===== src/hdl/clock_source_defines.vh =====
// shared constants for the system clock source control block
// Overview of operation
// - supervisory core clock runs at half the system clock; others get it undivided
// - fll_select at 1 makes the loop, not the crystal, the system source, except at setting 111b
// - fll_select is always read/write and cleared only by power-on reset
// - power-on reset enables the amplifier; crystal_amp_disable at 1 turns it off
// - after amplifier enable, wait 250 ms, then set crystal_ready
// - crystal_mode 00 selects noise-immune mode, 01 selects quiet mode
// - crystal_mode 1x puts the oscillator in quiet mode on stop entry
// - crystal_mode 10 with amplifier on holds stop after wake until crystal_ready
// - crystal_mode 11 restarts after loop lock while the oscillator warms up
// - in quiet mode no warmup is needed and crystal_ready stays 1 while the amplifier is on
// - quiet to noise-immune change clears crystal_ready until warmup elapses again
// - loop output never exceeds 306 times the crystal frequency
// - loop locks within 64 crystal cycles after locking starts
// - fll_lock_enable starts locking; fll_locked is 1 only when running and locked
// - loop clock is divided per power_manage_enable and clock_divide_select
// - crystal used directly is power saving; otherwise the loop is the source
// - divide 1,2,4,8 without power management; 256, or crystal direct at 11
// - setting 111b switches the loop off unless switchback or processing core on
`ifndef CLOCK_SOURCE_DEFINES_VH
`define CLOCK_SOURCE_DEFINES_VH

// ----------------------------------------------------------------------------
// register map
// ----------------------------------------------------------------------------
`define PWR_CTRL_ADDR    12'h000
`define CLK_CTRL_ADDR    12'h004

// power control register fields
`define PWR_AMP_DIS_BIT  0
`define PWR_MODE_LSB     1
`define PWR_READY_BIT    3

// clock control register fields
`define CLK_FLL_SEL_BIT  0
`define CLK_LOCK_EN_BIT  1
`define CLK_LOCKED_BIT   2
`define CLK_POWER_MANAGE_ENABLE_BIT     3
`define CLK_DIV_LSB      4
`define CLK_SWB_BIT      6
`define CLK_SAVING_BIT   7
`define CLK_STOPPED_BIT  8
`define CLK_RUNNING_BIT  9

// reset values
`define AMP_DIS_RESET    1'b0
`define MODE_RESET       2'b00
`define FLL_SEL_RESET    1'b0
`define DIV_RESET        2'b00

// crystal modes
`define MODE_NOISE       2'b00
`define MODE_QUIET       2'b01
`define MODE_STOP_HOLD   2'b10
`define MODE_STOP_FAST   2'b11

// ----------------------------------------------------------------------------
// timing
// ----------------------------------------------------------------------------
`define CLK_HZ           20000000
`define WARMUP_MS        250
`define WARMUP_CYCLES    (`WARMUP_MS * (`CLK_HZ / 1000))
`define FLL_LOCK_XTAL    16'h0040
`define FLL_MULT         11'h132
`define PMM_DIV          9'h100

`endif


===== src/hdl/clock_ratio_gen.v =====
// glitch-free divider and source switch producing both core clocks
`timescale 1ns/1ps
`default_nettype none
module clock_ratio_gen #(
  parameter CW = 9
) (
  // clock and reset
  input  wire          clk_i,
  input  wire          reset_i,
  // source ticks, one per source half period
  input  wire          fll_tick_i,
  input  wire          xtal_tick_i,
  input  wire          run_i,
  // requested setting
  input  wire          xtal_sel_i,
  input  wire [CW-1:0] ratio_i,
  // generated clocks and applied setting
  output reg           sys_clk_o,
  output reg           half_clk_o,
  output reg           applied_xtal_o
);

  localparam [CW-1:0] ONE = {{(CW-1){1'b0}}, 1'b1};

  reg  [CW-1:0] ratio;
  reg  [CW-1:0] count;
  wire          tick;
  wire          phase_end;

  assign tick      = run_i & (applied_xtal_o ? xtal_tick_i : fll_tick_i);
  assign phase_end = (count >= ratio - ONE);

  always @(posedge clk_i) begin
    if (reset_i) begin
      sys_clk_o      <= 1'b0;
      half_clk_o     <= 1'b0;
      applied_xtal_o <= 1'b1;
      ratio          <= ONE;
      count          <= {CW{1'b0}};
    end else if (tick) begin
      if (phase_end) begin
        count     <= {CW{1'b0}};
        sys_clk_o <= ~sys_clk_o;
        // half clock toggles on each system clock rise
        if (!sys_clk_o) begin
          half_clk_o <= ~half_clk_o;
        end
        // only switch when both clocks have just gone low, so the low
        // phase merely stretches and no pulse is ever cut short
        if (sys_clk_o && !half_clk_o) begin
          ratio          <= ratio_i;
          applied_xtal_o <= xtal_sel_i;
        end
      end else begin
        count <= count + ONE;
      end
    end
  end

endmodule // clock_ratio_gen
`default_nettype wire


===== src/hdl/system_clock_source_control.v =====
// system clock source selection, crystal and loop control with apb registers
//
// The address map and the APB register port were chosen for this implementation.
`timescale 1ns/1ps
`default_nettype none
`include "clock_source_defines.vh"
module system_clock_source_control #(
  parameter        WARMUP_CYCLES = `WARMUP_CYCLES,
  parameter [15:0] LOCK_CYCLES   = `FLL_LOCK_XTAL,
  parameter [10:0] FLL_MULT      = `FLL_MULT
) (
  // clock and resets
  input  wire        clk_i,
  input  wire        reset_i,
  input  wire        soft_reset_i,
  // apb slave
  input  wire        psel_i,
  input  wire        penable_i,
  input  wire        pwrite_i,
  input  wire [11:0] paddr_i,
  input  wire [31:0] pwdata_i,
  output reg  [31:0] prdata_o,
  output reg         pready_o,
  output reg         pslverr_o,
  // crystal pin side
  input  wire        crystal_input_i,
  output reg         crystal_amp_enable_o,
  output reg         crystal_quiet_o,
  // stop mode and core status
  input  wire        stop_request_i,
  input  wire        wake_i,
  input  wire        processing_core_enable_i,
  // generated clocks and status
  output wire        sys_clk_o,
  output wire        supervisory_clk_o,
  output reg         fll_running_o,
  output reg         power_saving_o,
  output reg         stopped_o
);

  // --------------------------------------------------------------------------
  // states and helpers
  // --------------------------------------------------------------------------
  localparam [1:0] ST_RUN  = 2'd0;
  localparam [1:0] ST_STOP = 2'd1;
  localparam [1:0] ST_WAKE = 2'd2;

  localparam [31:0] WARM_DONE = WARMUP_CYCLES;

  function [8:0] div_ratio;
    input       power_manage_enable;
    input [1:0] cd;
    begin
      if (power_manage_enable) begin
        div_ratio = (cd == 2'b11) ? 9'h001 : `PMM_DIV;
      end else begin
        case (cd)
          2'b00:   div_ratio = 9'h001;
          2'b01:   div_ratio = 9'h002;
          2'b10:   div_ratio = 9'h004;
          default: div_ratio = 9'h008;
        endcase
      end
    end
  endfunction

  // --------------------------------------------------------------------------
  // pin synchronisers
  // --------------------------------------------------------------------------
  reg xtal_s1;
  reg xtal_s2;
  reg xtal_d;
  reg wake_s1;
  reg wake_s2;

  always @(posedge clk_i) begin
    if (reset_i) begin
      xtal_s1 <= 1'b0;
      xtal_s2 <= 1'b0;
      xtal_d  <= 1'b0;
      wake_s1 <= 1'b0;
      wake_s2 <= 1'b0;
    end else begin
      xtal_s1 <= crystal_input_i;
      xtal_s2 <= xtal_s1;
      xtal_d  <= xtal_s2;
      wake_s1 <= wake_i;
      wake_s2 <= wake_s1;
    end
  end

  wire xtal_rise = xtal_s2 & ~xtal_d;
  wire xtal_edge = xtal_s2 ^ xtal_d;

  // --------------------------------------------------------------------------
  // control registers
  // --------------------------------------------------------------------------
  reg       amp_dis;
  reg [1:0] xmode;
  reg       fll_sel;
  reg       lock_en;
  reg       power_manage_enable;
  reg [1:0] cdiv;
  reg       switchback_enable;
  reg [1:0] state;
  reg [1:0] next_state;

  wire any_reset = reset_i | soft_reset_i;
  wire setup     = psel_i & ~penable_i;
  wire hit_pwr   = (paddr_i == `PWR_CTRL_ADDR);
  wire hit_clk   = (paddr_i == `CLK_CTRL_ADDR);
  wire wr_en     = psel_i & penable_i & pready_o & pwrite_i;

  // power-domain bits survive every reset but power-on
  always @(posedge clk_i) begin
    if (reset_i) begin
      amp_dis <= `AMP_DIS_RESET;
      xmode   <= `MODE_RESET;
      fll_sel <= `FLL_SEL_RESET;
    end else begin
      if (wr_en && hit_pwr) begin
        amp_dis <= pwdata_i[`PWR_AMP_DIS_BIT];
        xmode   <= pwdata_i[`PWR_MODE_LSB+1:`PWR_MODE_LSB];
      end
      if (wr_en && hit_clk) begin
        fll_sel <= pwdata_i[`CLK_FLL_SEL_BIT];
      end
    end
  end

  always @(posedge clk_i) begin
    if (any_reset) begin
      lock_en <= 1'b0;
      power_manage_enable    <= 1'b0;
      cdiv    <= `DIV_RESET;
      switchback_enable     <= 1'b0;
    end else if (wr_en && hit_clk) begin
      lock_en <= pwdata_i[`CLK_LOCK_EN_BIT];
      power_manage_enable    <= pwdata_i[`CLK_POWER_MANAGE_ENABLE_BIT];
      cdiv    <= pwdata_i[`CLK_DIV_LSB+1:`CLK_DIV_LSB];
      switchback_enable     <= pwdata_i[`CLK_SWB_BIT];
    end
  end

  // --------------------------------------------------------------------------
  // crystal oscillator mode and warmup
  // --------------------------------------------------------------------------
  reg  [31:0] warm_cnt;
  wire        amp_on = ~amp_dis;
  // stop entry with mode 1x drops to quiet; wake leaves it at once
  wire        quiet  = (xmode == `MODE_QUIET) |
                       (xmode[1] & (state == ST_STOP));

  always @(posedge clk_i) begin
    if (reset_i) begin
      warm_cnt <= 32'h0000_0000;
    end else if (!amp_on || quiet) begin
      warm_cnt <= 32'h0000_0000;
    end else if (warm_cnt != WARM_DONE) begin
      warm_cnt <= warm_cnt + 32'h0000_0001;
    end
  end

  wire xtal_ready = amp_on & (quiet | (warm_cnt == WARM_DONE));

  // --------------------------------------------------------------------------
  // frequency-locked loop
  // --------------------------------------------------------------------------
  reg  [15:0] lock_cnt;
  reg  [10:0] per_cnt;
  wire        applied_xtal;
  wire        pmm2_req   = power_manage_enable & (cdiv == 2'b11);
  wire        xtal_req   = ~fll_sel | pmm2_req;
  // the loop is only released once the divider really runs from the
  // crystal, otherwise the switch point would never be reached
  wire        hf_off     = pmm2_req & applied_xtal & ~switchback_enable &
                           ~processing_core_enable_i;
  wire        next_fll_running = lock_en & (state != ST_STOP) & ~hf_off;
  wire        fll_locked = fll_running_o & (lock_cnt == LOCK_CYCLES);
  // half periods per crystal period are capped at twice the multiplier
  wire        fll_tick   = fll_running_o & (per_cnt < {FLL_MULT[9:0], 1'b0});

  always @(posedge clk_i) begin
    if (any_reset) begin
      fll_running_o <= 1'b0;
      lock_cnt      <= 16'h0000;
      per_cnt       <= 11'h000;
    end else begin
      fll_running_o <= next_fll_running;
      if (!fll_running_o) begin
        lock_cnt <= 16'h0000;
      end else if (xtal_rise && lock_cnt != LOCK_CYCLES) begin
        lock_cnt <= lock_cnt + 16'h0001;
      end
      if (xtal_rise) begin
        per_cnt <= 11'h000;
      end else if (fll_tick) begin
        per_cnt <= per_cnt + 11'h001;
      end
    end
  end

  // --------------------------------------------------------------------------
  // stop mode sequencing
  // --------------------------------------------------------------------------
  wire loop_ok  = xtal_req | ~lock_en | fll_locked;
  wire xtal_ok  = ~((xmode == `MODE_STOP_HOLD) & amp_on) | xtal_ready;

  always @* begin
    next_state = state;
    case (state)
      ST_RUN: begin
        if (stop_request_i) begin
          next_state = ST_STOP;
        end
      end
      ST_STOP: begin
        if (wake_s2) begin
          next_state = ST_WAKE;
        end
      end
      ST_WAKE: begin
        if (loop_ok && xtal_ok) begin
          next_state = ST_RUN;
        end
      end
      default: begin
        next_state = ST_RUN;
      end
    endcase
  end

  // reset ends stop mode and returns clocking to its defaults
  always @(posedge clk_i) begin
    if (any_reset) begin
      state <= ST_RUN;
    end else begin
      state <= next_state;
    end
  end

  // --------------------------------------------------------------------------
  // divider and clock outputs
  // --------------------------------------------------------------------------
  clock_ratio_gen #(
    .CW (9)
  ) u_ratio (
    .clk_i          (clk_i),
    .reset_i        (any_reset),
    .fll_tick_i     (fll_tick),
    .xtal_tick_i    (xtal_edge),
    .run_i          (state == ST_RUN),
    .xtal_sel_i     (xtal_req),
    .ratio_i        (xtal_req ? 9'h001 : div_ratio(power_manage_enable, cdiv)),
    .sys_clk_o      (sys_clk_o),
    .half_clk_o     (supervisory_clk_o),
    .applied_xtal_o (applied_xtal)
  );

  always @(posedge clk_i) begin
    if (reset_i) begin
      crystal_amp_enable_o <= 1'b0;
      crystal_quiet_o      <= 1'b0;
      power_saving_o       <= 1'b0;
      stopped_o            <= 1'b0;
    end else begin
      crystal_amp_enable_o <= amp_on;
      crystal_quiet_o      <= quiet;
      power_saving_o       <= applied_xtal;
      stopped_o            <= (state != ST_RUN);
    end
  end

  // --------------------------------------------------------------------------
  // apb read and response
  // --------------------------------------------------------------------------
  reg [31:0] rd_word;

  always @* begin
    rd_word = 32'h0000_0000;
    if (hit_pwr) begin
      rd_word[`PWR_AMP_DIS_BIT]                   = amp_dis;
      rd_word[`PWR_MODE_LSB+1:`PWR_MODE_LSB]      = xmode;
      rd_word[`PWR_READY_BIT]                     = xtal_ready;
    end else if (hit_clk) begin
      rd_word[`CLK_FLL_SEL_BIT]                   = fll_sel;
      rd_word[`CLK_LOCK_EN_BIT]                   = lock_en;
      rd_word[`CLK_LOCKED_BIT]                    = fll_locked;
      rd_word[`CLK_POWER_MANAGE_ENABLE_BIT]                      = power_manage_enable;
      rd_word[`CLK_DIV_LSB+1:`CLK_DIV_LSB]        = cdiv;
      rd_word[`CLK_SWB_BIT]                       = switchback_enable;
      rd_word[`CLK_SAVING_BIT]                    = applied_xtal;
      rd_word[`CLK_STOPPED_BIT]                   = (state != ST_RUN);
      rd_word[`CLK_RUNNING_BIT]                   = fll_running_o;
    end
  end

  // status is captured in the setup cycle so the answer comes with no wait
  always @(posedge clk_i) begin
    if (reset_i) begin
      prdata_o  <= 32'h0000_0000;
      pready_o  <= 1'b0;
      pslverr_o <= 1'b0;
    end else begin
      pready_o  <= setup;
      pslverr_o <= setup & ~(hit_pwr | hit_clk);
      if (setup) begin
        prdata_o <= pwrite_i ? 32'h0000_0000 : rd_word;
      end
    end
  end

endmodule // system_clock_source_control
`default_nettype wire


===== config.mk =====
export PLATFORM = sky130hd
export DESIGN_NAME = system_clock_source_control
export DESIGN_NICKNAME = d
export VERILOG_FILES = /design/src/hdl/clock_ratio_gen.v /design/src/hdl/system_clock_source_control.v
export VERILOG_INCLUDE_DIRS = /design/src /design/src/hdl
export SDC_FILE = /design/constraint.sdc
export NUM_CORES = 1
export LEC_CHECK = 0
export BUFFER_PORTS_ARGS = -buffer_cell sky130_fd_sc_hd__buf_2
export CAP_MARGIN = 10
export CORE_UTILIZATION = 45
export DETAILED_ROUTE_END_ITERATION = 8
export PLACE_DENSITY = 0.69
export SLEW_MARGIN = 5
export SYNTH_ARGS = -nofsm -noshare
export SYNTH_HDL_FRONTEND = slang
export SYNTH_SLANG_ARGS = --single-unit

===== constraint.sdc =====
create_clock -name clk_i -period 2.42 [get_ports clk_i]
set_clock_uncertainty 0.15 [all_clocks]
set_input_delay 0.121 -clock clk_i [delete_from_list [all_inputs] [get_ports clk_i]]
set_output_delay 0.121 -clock clk_i [all_outputs]
set_load 0.03 [all_outputs]

==> results.json, run 1 <==
{
  "crit_required_ns": 2.55,
  "drt-initial-drc-count": 228,
  "die-area_sq_um": 12100,
  "relSlewSlack_pct": 57.8,
  "syn_area_sq_um": 5260,
  "hold_viol_final": 0,
  "clock.fmax_mhz": 393,
  "clock_latency_ns": 0.35,
  "dp_hpwl_um": 8320,
  "detail-route-antenna-nets": 0,
  "endpoint_kind": "flip-flop",
  "dp_slack_ns": -0.150,
  "antenna_found_initial": 0,
  "synth_simple_gate_area_share_pct": 25.8,
  "grt-ovfl-total": 0,
  "finalNetCount": 742,
  "hp-class": "in -> reg",
  "setup_viol": 17,
  "cts_root_buffer": "clkbuf_16",
  "start_kind": "flip-flop",
  "routabilityCongestion": 0.918,
  "synth-seq-cells": 109,
  "status": "finished, violations left",
  "final_core_util_pct": 54.9,
  "drc": 0,
  "synth_ff_type": "dfxtp_1",
  "tightest_slew_ns": 0.628,
  "regArea_sq_um": 2190,
  "maxCapViolations": 0,
  "antenna_cells": 0,
  "die_w_um": 110,
  "cts_htree_levels": 3,
  "clk_pin_slew_ns": 0.07,
  "nFillCells": 1020,
  "ys.warnings.count": 0,
  "grt_pass1_vias": 4139,
  "synth_mux_area_share_pct": 4.00,
  "ys_seq_area_share_pct": 41.5,
  "area_delta_synth_final_pct": 19.2,
  "cts_tree": "yes",
  "core.rowCount": 39,
  "vias": 4359,
  "drt-total-wl_um": 11500,
  "clock_path_buffers": 2,
  "io_pins": 95,
  "grt_max_degree": 26,
  "synth_top_family_by_area": "simple AND/OR/NAND/NOR gates",
  "numPortBuffers": 47,
  "final_cell_mix": "dfxtp_1 (107), nor2_1 (76), buf_2 (47), nand2_1 (37), xnor2_1 (27)",
  "cts_sinks": 109,
  "layout_commonest_cell": "dfxtp_1",
  "top_layer_used": "met4",
  "avgSynthCellArea_sq_um": 8.84,
  "wl_met3_um": 521,
  "p_leak_uw": 0.00226,
  "synth_compound_area_share_pct": 9.85,
  "wl_met1_um": 4930,
  "fin_ws_ns": -0.126,
  "vdd.ir_drop.worst_mv": 0.432,
  "cts_made_buffers": 9,
  "synth-adder-area-share_pct": 4.28,
  "arrival_ns": 2.68,
  "grt_first_pass_wirelength_um": 18900,
  "synthDistinctLibCells": 55,
  "via_per_inst": 5.34,
  "slew_viol_final": 0,
  "multi_input_area_sq_um": 2980,
  "die_h_um": 110,
  "drive_gt1_share_pct": 18.5,
  "postSynthCellCount": 595,
  "wl_met2_um": 5820,
  "ys_async_sr_fraction_pct": 0,
  "synth_edf_count": 0,
  "timing.final.crit_period_ns": 2.55,
  "p_per_area_nw_per_um2": 541,
  "crit_fanout": 6,
  "synthXorXnorAreaFrac_pct": 8.16,
  "period_share_pct": 105,
  "rsz0062_at_grt": "true",
  "initial_core_util_pct": 46.1,
  "path_class": "reg -> reg",
  "coreArea_sq_um": 11400,
  "firstDrtPassIters": 4,
  "post_drt_wl_per_cell_um": 14.1,
  "violations": "negative setup slack",
  "grtUsageTotal_pct": 20.1
}
state kept, by name, summed over array words and instances, names as in the netlist, 2 cells and up:
signal	flops
per_cnt	11
cdiv	2
lock_cnt	16
u_ratio.count	9
xmode	2
state	2
u_ratio.ratio	5
warm_cnt	32
prdata_o	10
final timing paths:
kind              cells past startpoint  slack [ns]          endpoint        startpoint
setup / recovery                     11       -0.13  u_ratio.ratio[3]  u_ratio.ratio[0]
hold reg to reg                       1        0.30           wake_s2           wake_s1
hold / removal                        5        0.11       prdata_o[1]            psel_i
setup reg to reg                     11       -0.13  u_ratio.ratio[3]  u_ratio.ratio[0]
worst max-delay path: stages, from the launching register on:
cell       delay, ns
dfxtp_4         0.36
nor3_4          0.25
buf_4           0.15
buf_4           0.09
nand2_1         0.05
ha_1            0.31
nand4_1         0.09
o21bai_1        0.19
a21oi_2         0.11
a2111oi_4       0.36
buf_6           0.18
mux2i_1         0.18
area by class of cell:
| class | instances | share of cell area, % |
|---|---|---|
| Clock buffer | 11 | 3.87 |
| Clock inverter | 4 | 0.399 |
| Inverter | 28 | 1.68 |
| Multi-Input combinational cell | 440 | 47.5 |
| Sequential cell | 109 | 34.9 |
| Tap cell | 143 | 2.85 |
| Timing Repair Buffer | 82 | 8.78 |
per-stage QoR:
stage	std cells	cell area, sq um	power, uW	TNS (ns)	hold WS [ns]
floorplan	616	5350	2010	-0.452	0.0490
global placement	784	5660	2040	-0.176	0.208
detailed placement	784	5660	2050	-1.80	0.215
CTS	817	6170	3430	-0.254	0.102
global route	817	6270	3520	-3.17	0.132
finish	817	6270	3390	-1.09	0.109
cell families after synthesis:
logic type | Yosys count
simple gates | 258
flops | 109
compound gates | 72
buf+inv | 67
xor+xnor | 49
mux | 21
fa+ha+maj | 18
other cells | 1
synth_stat cells (2+ instances only):
| cell type | n | area, sq um |
|---|---|---|
| or4_1 | 2 | 15.0 |
| xor2_1 | 21 | 184 |
| buf_4 | 22 | 165 |
| a21oi_1 | 16 | 80.1 |
| a22o_1 | 2 | 17.5 |
| inv_1 | 28 | 105 |
| a31oi_1 | 3 | 18.8 |
| nand3b_1 | 3 | 22.5 |
| a2111oi_0 | 3 | 26.3 |
| buf_2 | 2 | 10.0 |
| or3_1 | 10 | 62.6 |
| nor4bb_1 | 2 | 20.0 |
| a211oi_1 | 10 | 75.1 |
| dfxtp_1 | 109 | 2180 |
| nor2b_1 | 10 | 62.6 |
| o211ai_1 | 2 | 15.0 |
| and3_1 | 8 | 50.1 |
| nand3_1 | 25 | 125 |
| nor4_1 | 14 | 87.6 |
| buf_1 | 4 | 15.0 |
| and2_1 | 2 | 12.5 |
| a21oi_2 | 2 | 17.5 |
| nor3_2 | 2 | 20.0 |
| clkbuf_1 | 11 | 41.3 |
| nand2b_1 | 6 | 37.5 |
| a22oi_1 | 8 | 60.1 |
| a31o_2 | 5 | 43.8 |
| and4_1 | 6 | 52.6 |
| nor2_1 | 77 | 289 |
| o2111ai_1 | 2 | 17.5 |
| mux2i_1 | 21 | 210 |
| o21ai_0 | 9 | 45.0 |
| ha_1 | 18 | 225 |
| nor3_1 | 22 | 110 |
| nand4_1 | 21 | 131 |
| nor4_4 | 2 | 42.5 |
| xnor2_1 | 28 | 245 |
| or2_2 | 3 | 18.8 |
| nand2_1 | 38 | 143 |
routing by layer:
| layer | global-route usage, % | up-vias |
|---|---|---|
| met1 | 22.4 | 2052 |
| met2 | 36.1 | 83 |
| met3 | 5.70 | 24 |
| li1 | - | 2200 |
| met5 | 0 | - |
| met4 | 7.42 | 0 |
what timing repair did:
action,CTS,global route
gates resized for setup,14,21
hold buffers,15,0
setup endpoints to repair,17,19
endpoints found under the hold margin,19,0
buffers inserted,3,0
pin swaps,6,8
power by group:
part | switching [uW] | internal [uW] | total, uW
Clock | 644 | 717 | 1360
Combinational | 142 | 73.0 | 215
Sequential | 10.7 | 1800 | 1810
No activity file was read; power rests on OpenSTA's default activity.
==> run 2: changes to the inputs <==
--- a/config.mk
+++ b/config.mk
@@ -6,11 +6,11 @@
 export SDC_FILE = /design/constraint.sdc
 export NUM_CORES = 1
 export LEC_CHECK = 0
-export BUFFER_PORTS_ARGS = -buffer_cell sky130_fd_sc_hd__buf_2
+export BUFFER_PORTS_ARGS = -buffer_cell sky130_fd_sc_hd__buf_4
 export CAP_MARGIN = 10
-export CORE_UTILIZATION = 45
+export CORE_UTILIZATION = 25
+export CTS_CLUSTER_SIZE = 20
 export DETAILED_ROUTE_END_ITERATION = 8
-export PLACE_DENSITY = 0.69
 export SLEW_MARGIN = 5
 export SYNTH_ARGS = -nofsm -noshare
 export SYNTH_HDL_FRONTEND = slang
==> results.json, run 2 (synthesis results as in run 1) <==
{
  "status": "finished, violations left",
  "violations": "negative setup slack",
  "clk_pin_slew_ns": 0.07,
  "final_cell_mix": "dfxtp_1 (106), nor2_1 (77), buf_4 (70), nand2_1 (37)",
  "dpl.cell_count": 918,
  "dp_hpwl_um": 8330,
  "clock.fmax_mhz": 412,
  "die_h_um": 147,
  "p_leak_uw": 0.00233,
  "grtUsageMet1_pct": 14.4,
  "vdd.ir_drop.worst_mv": 0.297,
  "hp-class": "in -> reg",
  "drive_gt1_share_pct": 17.1,
  "grt_pass1_vias": 3962,
  "area_delta_synth_final_pct": 24.5,
  "cts_root_buffer": "clkbuf_16",
  "grtUsageTotal_pct": 11.0,
  "path_cells": "nor3_2 -> ha_1 -> ha_4 -> nand4_1 -> o21bai_1 -> a21oi_2 -> a2111oi_4 -> buf_6 -> mux2i_1",
  "finalSetupTns_ns": -0.00751,
  "regMostFlops": "warm_cnt",
  "drt-initial-drc-count": 170,
  "p_sw_share_pct": 22.4,
  "drc": 0,
  "nFillCells": 2155,
  "p_seq_share_pct": 49.8,
  "met2_usage_pct": 17.8,
  "grt_first_pass_wirelength_um": 19200,
  "setup_viol": 2,
  "via_per_inst": 4.50,
  "cts_tree": "yes",
  "finalNetCount": 747,
  "drt-total-wl_um": 11300,
  "cts_made_buffers": 9,
  "endpoint_kind": "flip-flop",
  "vias": 4275,
  "antenna_found_initial": 0,
  "arrival_ns": 2.55,
  "timing.final.crit_period_ns": 2.43,
  "relSlewSlack_pct": 57.2,
  "p_clk_share_pct": 44.0,
  "coreArea_sq_um": 20400,
  "core.rowCount": 52,
  "power_switching_uw": 818,
  "die-area_sq_um": 21600,
  "detail-route-antenna-nets": 0,
  "clock_path_buffers": 2,
  "clock_latency_ns": 0.35,
  "largestRegisters": "warm_cnt (32), lock_cnt (16), per_cnt (11)",
  "grt_use_met3_pct": 2.39,
  "grt-ovfl-total": 0,
  "maxCapViolations": 0,
  "crit_buf_inv": 1,
  "cpMaxStageDelayCell": "a2111oi_4",
  "p_int_uw": 2830,
  "crit_fanout": 6,
  "hold_viol_final": 0,
  "design_area_sq_um": 6550,
  "period_share_pct": 100,
  "largest_register_ffs": 32,
  "fin_cells": 950,
  "cts_htree_levels": 3,
  "top_usage_layer": "met2",
  "critPathTopFamily": "compound AO/OA/AOI/OAI gates",
  "io_pins": 95,
  "grt_max_degree": 23,
  "tightest_slew_ns": 0.636,
  "crit_required_ns": 2.55,
  "path_class": "reg -> reg",
  "rsz0062_at_grt": "true",
  "antenna_cells": 0,
  "p_per_area_nw_per_um2": 557,
  "start_kind": "flip-flop",
  "slew_viol_final": 0,
  "post_drt_wl_per_cell_um": 11.9,
  "fin_ws_ns": -0.00587,
  "layout_commonest_cell": "dfxtp_1",
  "p_comb_share_pct": 6.2,
  "routabilityCongestion": 0.797,
  "initial_core_util_pct": 25.7,
  "cts_sinks": 109,
  "placed_cell_area_sq_um": 6000,
  "firstDrtPassIters": 4,
  "numPortBuffers": 47,
  "regArea_sq_um": 2190,
  "max_stage_delay_ns": 0.37,
  "die_w_um": 147,
  "multi_input_area_sq_um": 2890
}
[run 2: changes by cell type in the layout (fill, tap and decap cells not counted), moves of 5 or more]
cell	change
buf_4	+54
buf_2	-47
nor3_1	+7
nor3_2	-5
[run 2: worst register-to-register path, cell delays in order (launching register included)]
cell	delay, ns
dfxtp_2	0.33
nor3_2	0.19
ha_1	0.29
ha_4	0.28
nand4_1	0.10
o21bai_1	0.19
a21oi_2	0.10
a2111oi_4	0.37
buf_6	0.18
mux2i_1	0.17
[run 2: layout make-up]
class | count | area share, %
multi-input combinational | 440 | 44.1
sequential | 109 | 33.4
inverter | 28 | 1.60
clock inverter | 5 | 1.28
clock buffer | 11 | 3.71
timing repair buffer | 87 | 10.8
tap | 270 | 5.16
[run 2: per-stage QoR]
stage	hold WS [ns]	util, %	total power, uW	setup slack [ns]
finish	0.105	32.1	3650	-0.00587
CTS	0.0925	31.9	3700	-0.0505
floorplan	0.0490	-	2010	-0.0754
global route	0.138	32.1	3790	-0.185
detailed placement	0.187	29.4	2060	-0.117
global placement	0.189	29.4	2060	-0.0835
[run 2: worst paths after layout]
kind / startpoint / cells past startpoint / to / slack, ns
setup / recovery: u_ratio.ratio[2] / 9 / u_ratio.ratio[1] / -0.006
hold / removal: psel_i / 5 / prdata_o[1] / 0.11
setup reg to reg: u_ratio.ratio[2] / 9 / u_ratio.ratio[1] / -0.006
hold reg to reg: xtal_s1 / 1 / xtal_s2 / 0.29
[run 2: per-layer routing]
metal | part of all wire, % | vias up
li1 | - | 2213
met1 | 49 | 1974
met2 | 46 | 77
met3 | 3.3 | 11
met4 | 1.3 | 0
met5 | 0 | -
[run 2: power groups by stage]
stage / Combinational [uW] / Clock [uW] / Sequential, uW
detailed placement: 206 / 0 / 1860
floorplan: 143 / 0 / 1870
finish: 226 / 1610 / 1820
CTS: 229 / 1650 / 1820
global placement: 204 / 0 / 1860
global route: 248 / 1730 / 1820
[run 2: what timing repair did]
action,CTS,global route
hold buffers,15,0
endpoints found under the hold margin,17,0
gates resized for setup,6,6
pin swaps,7,1
setup buffers,1,0
endpoints found under the setup margin,17,17
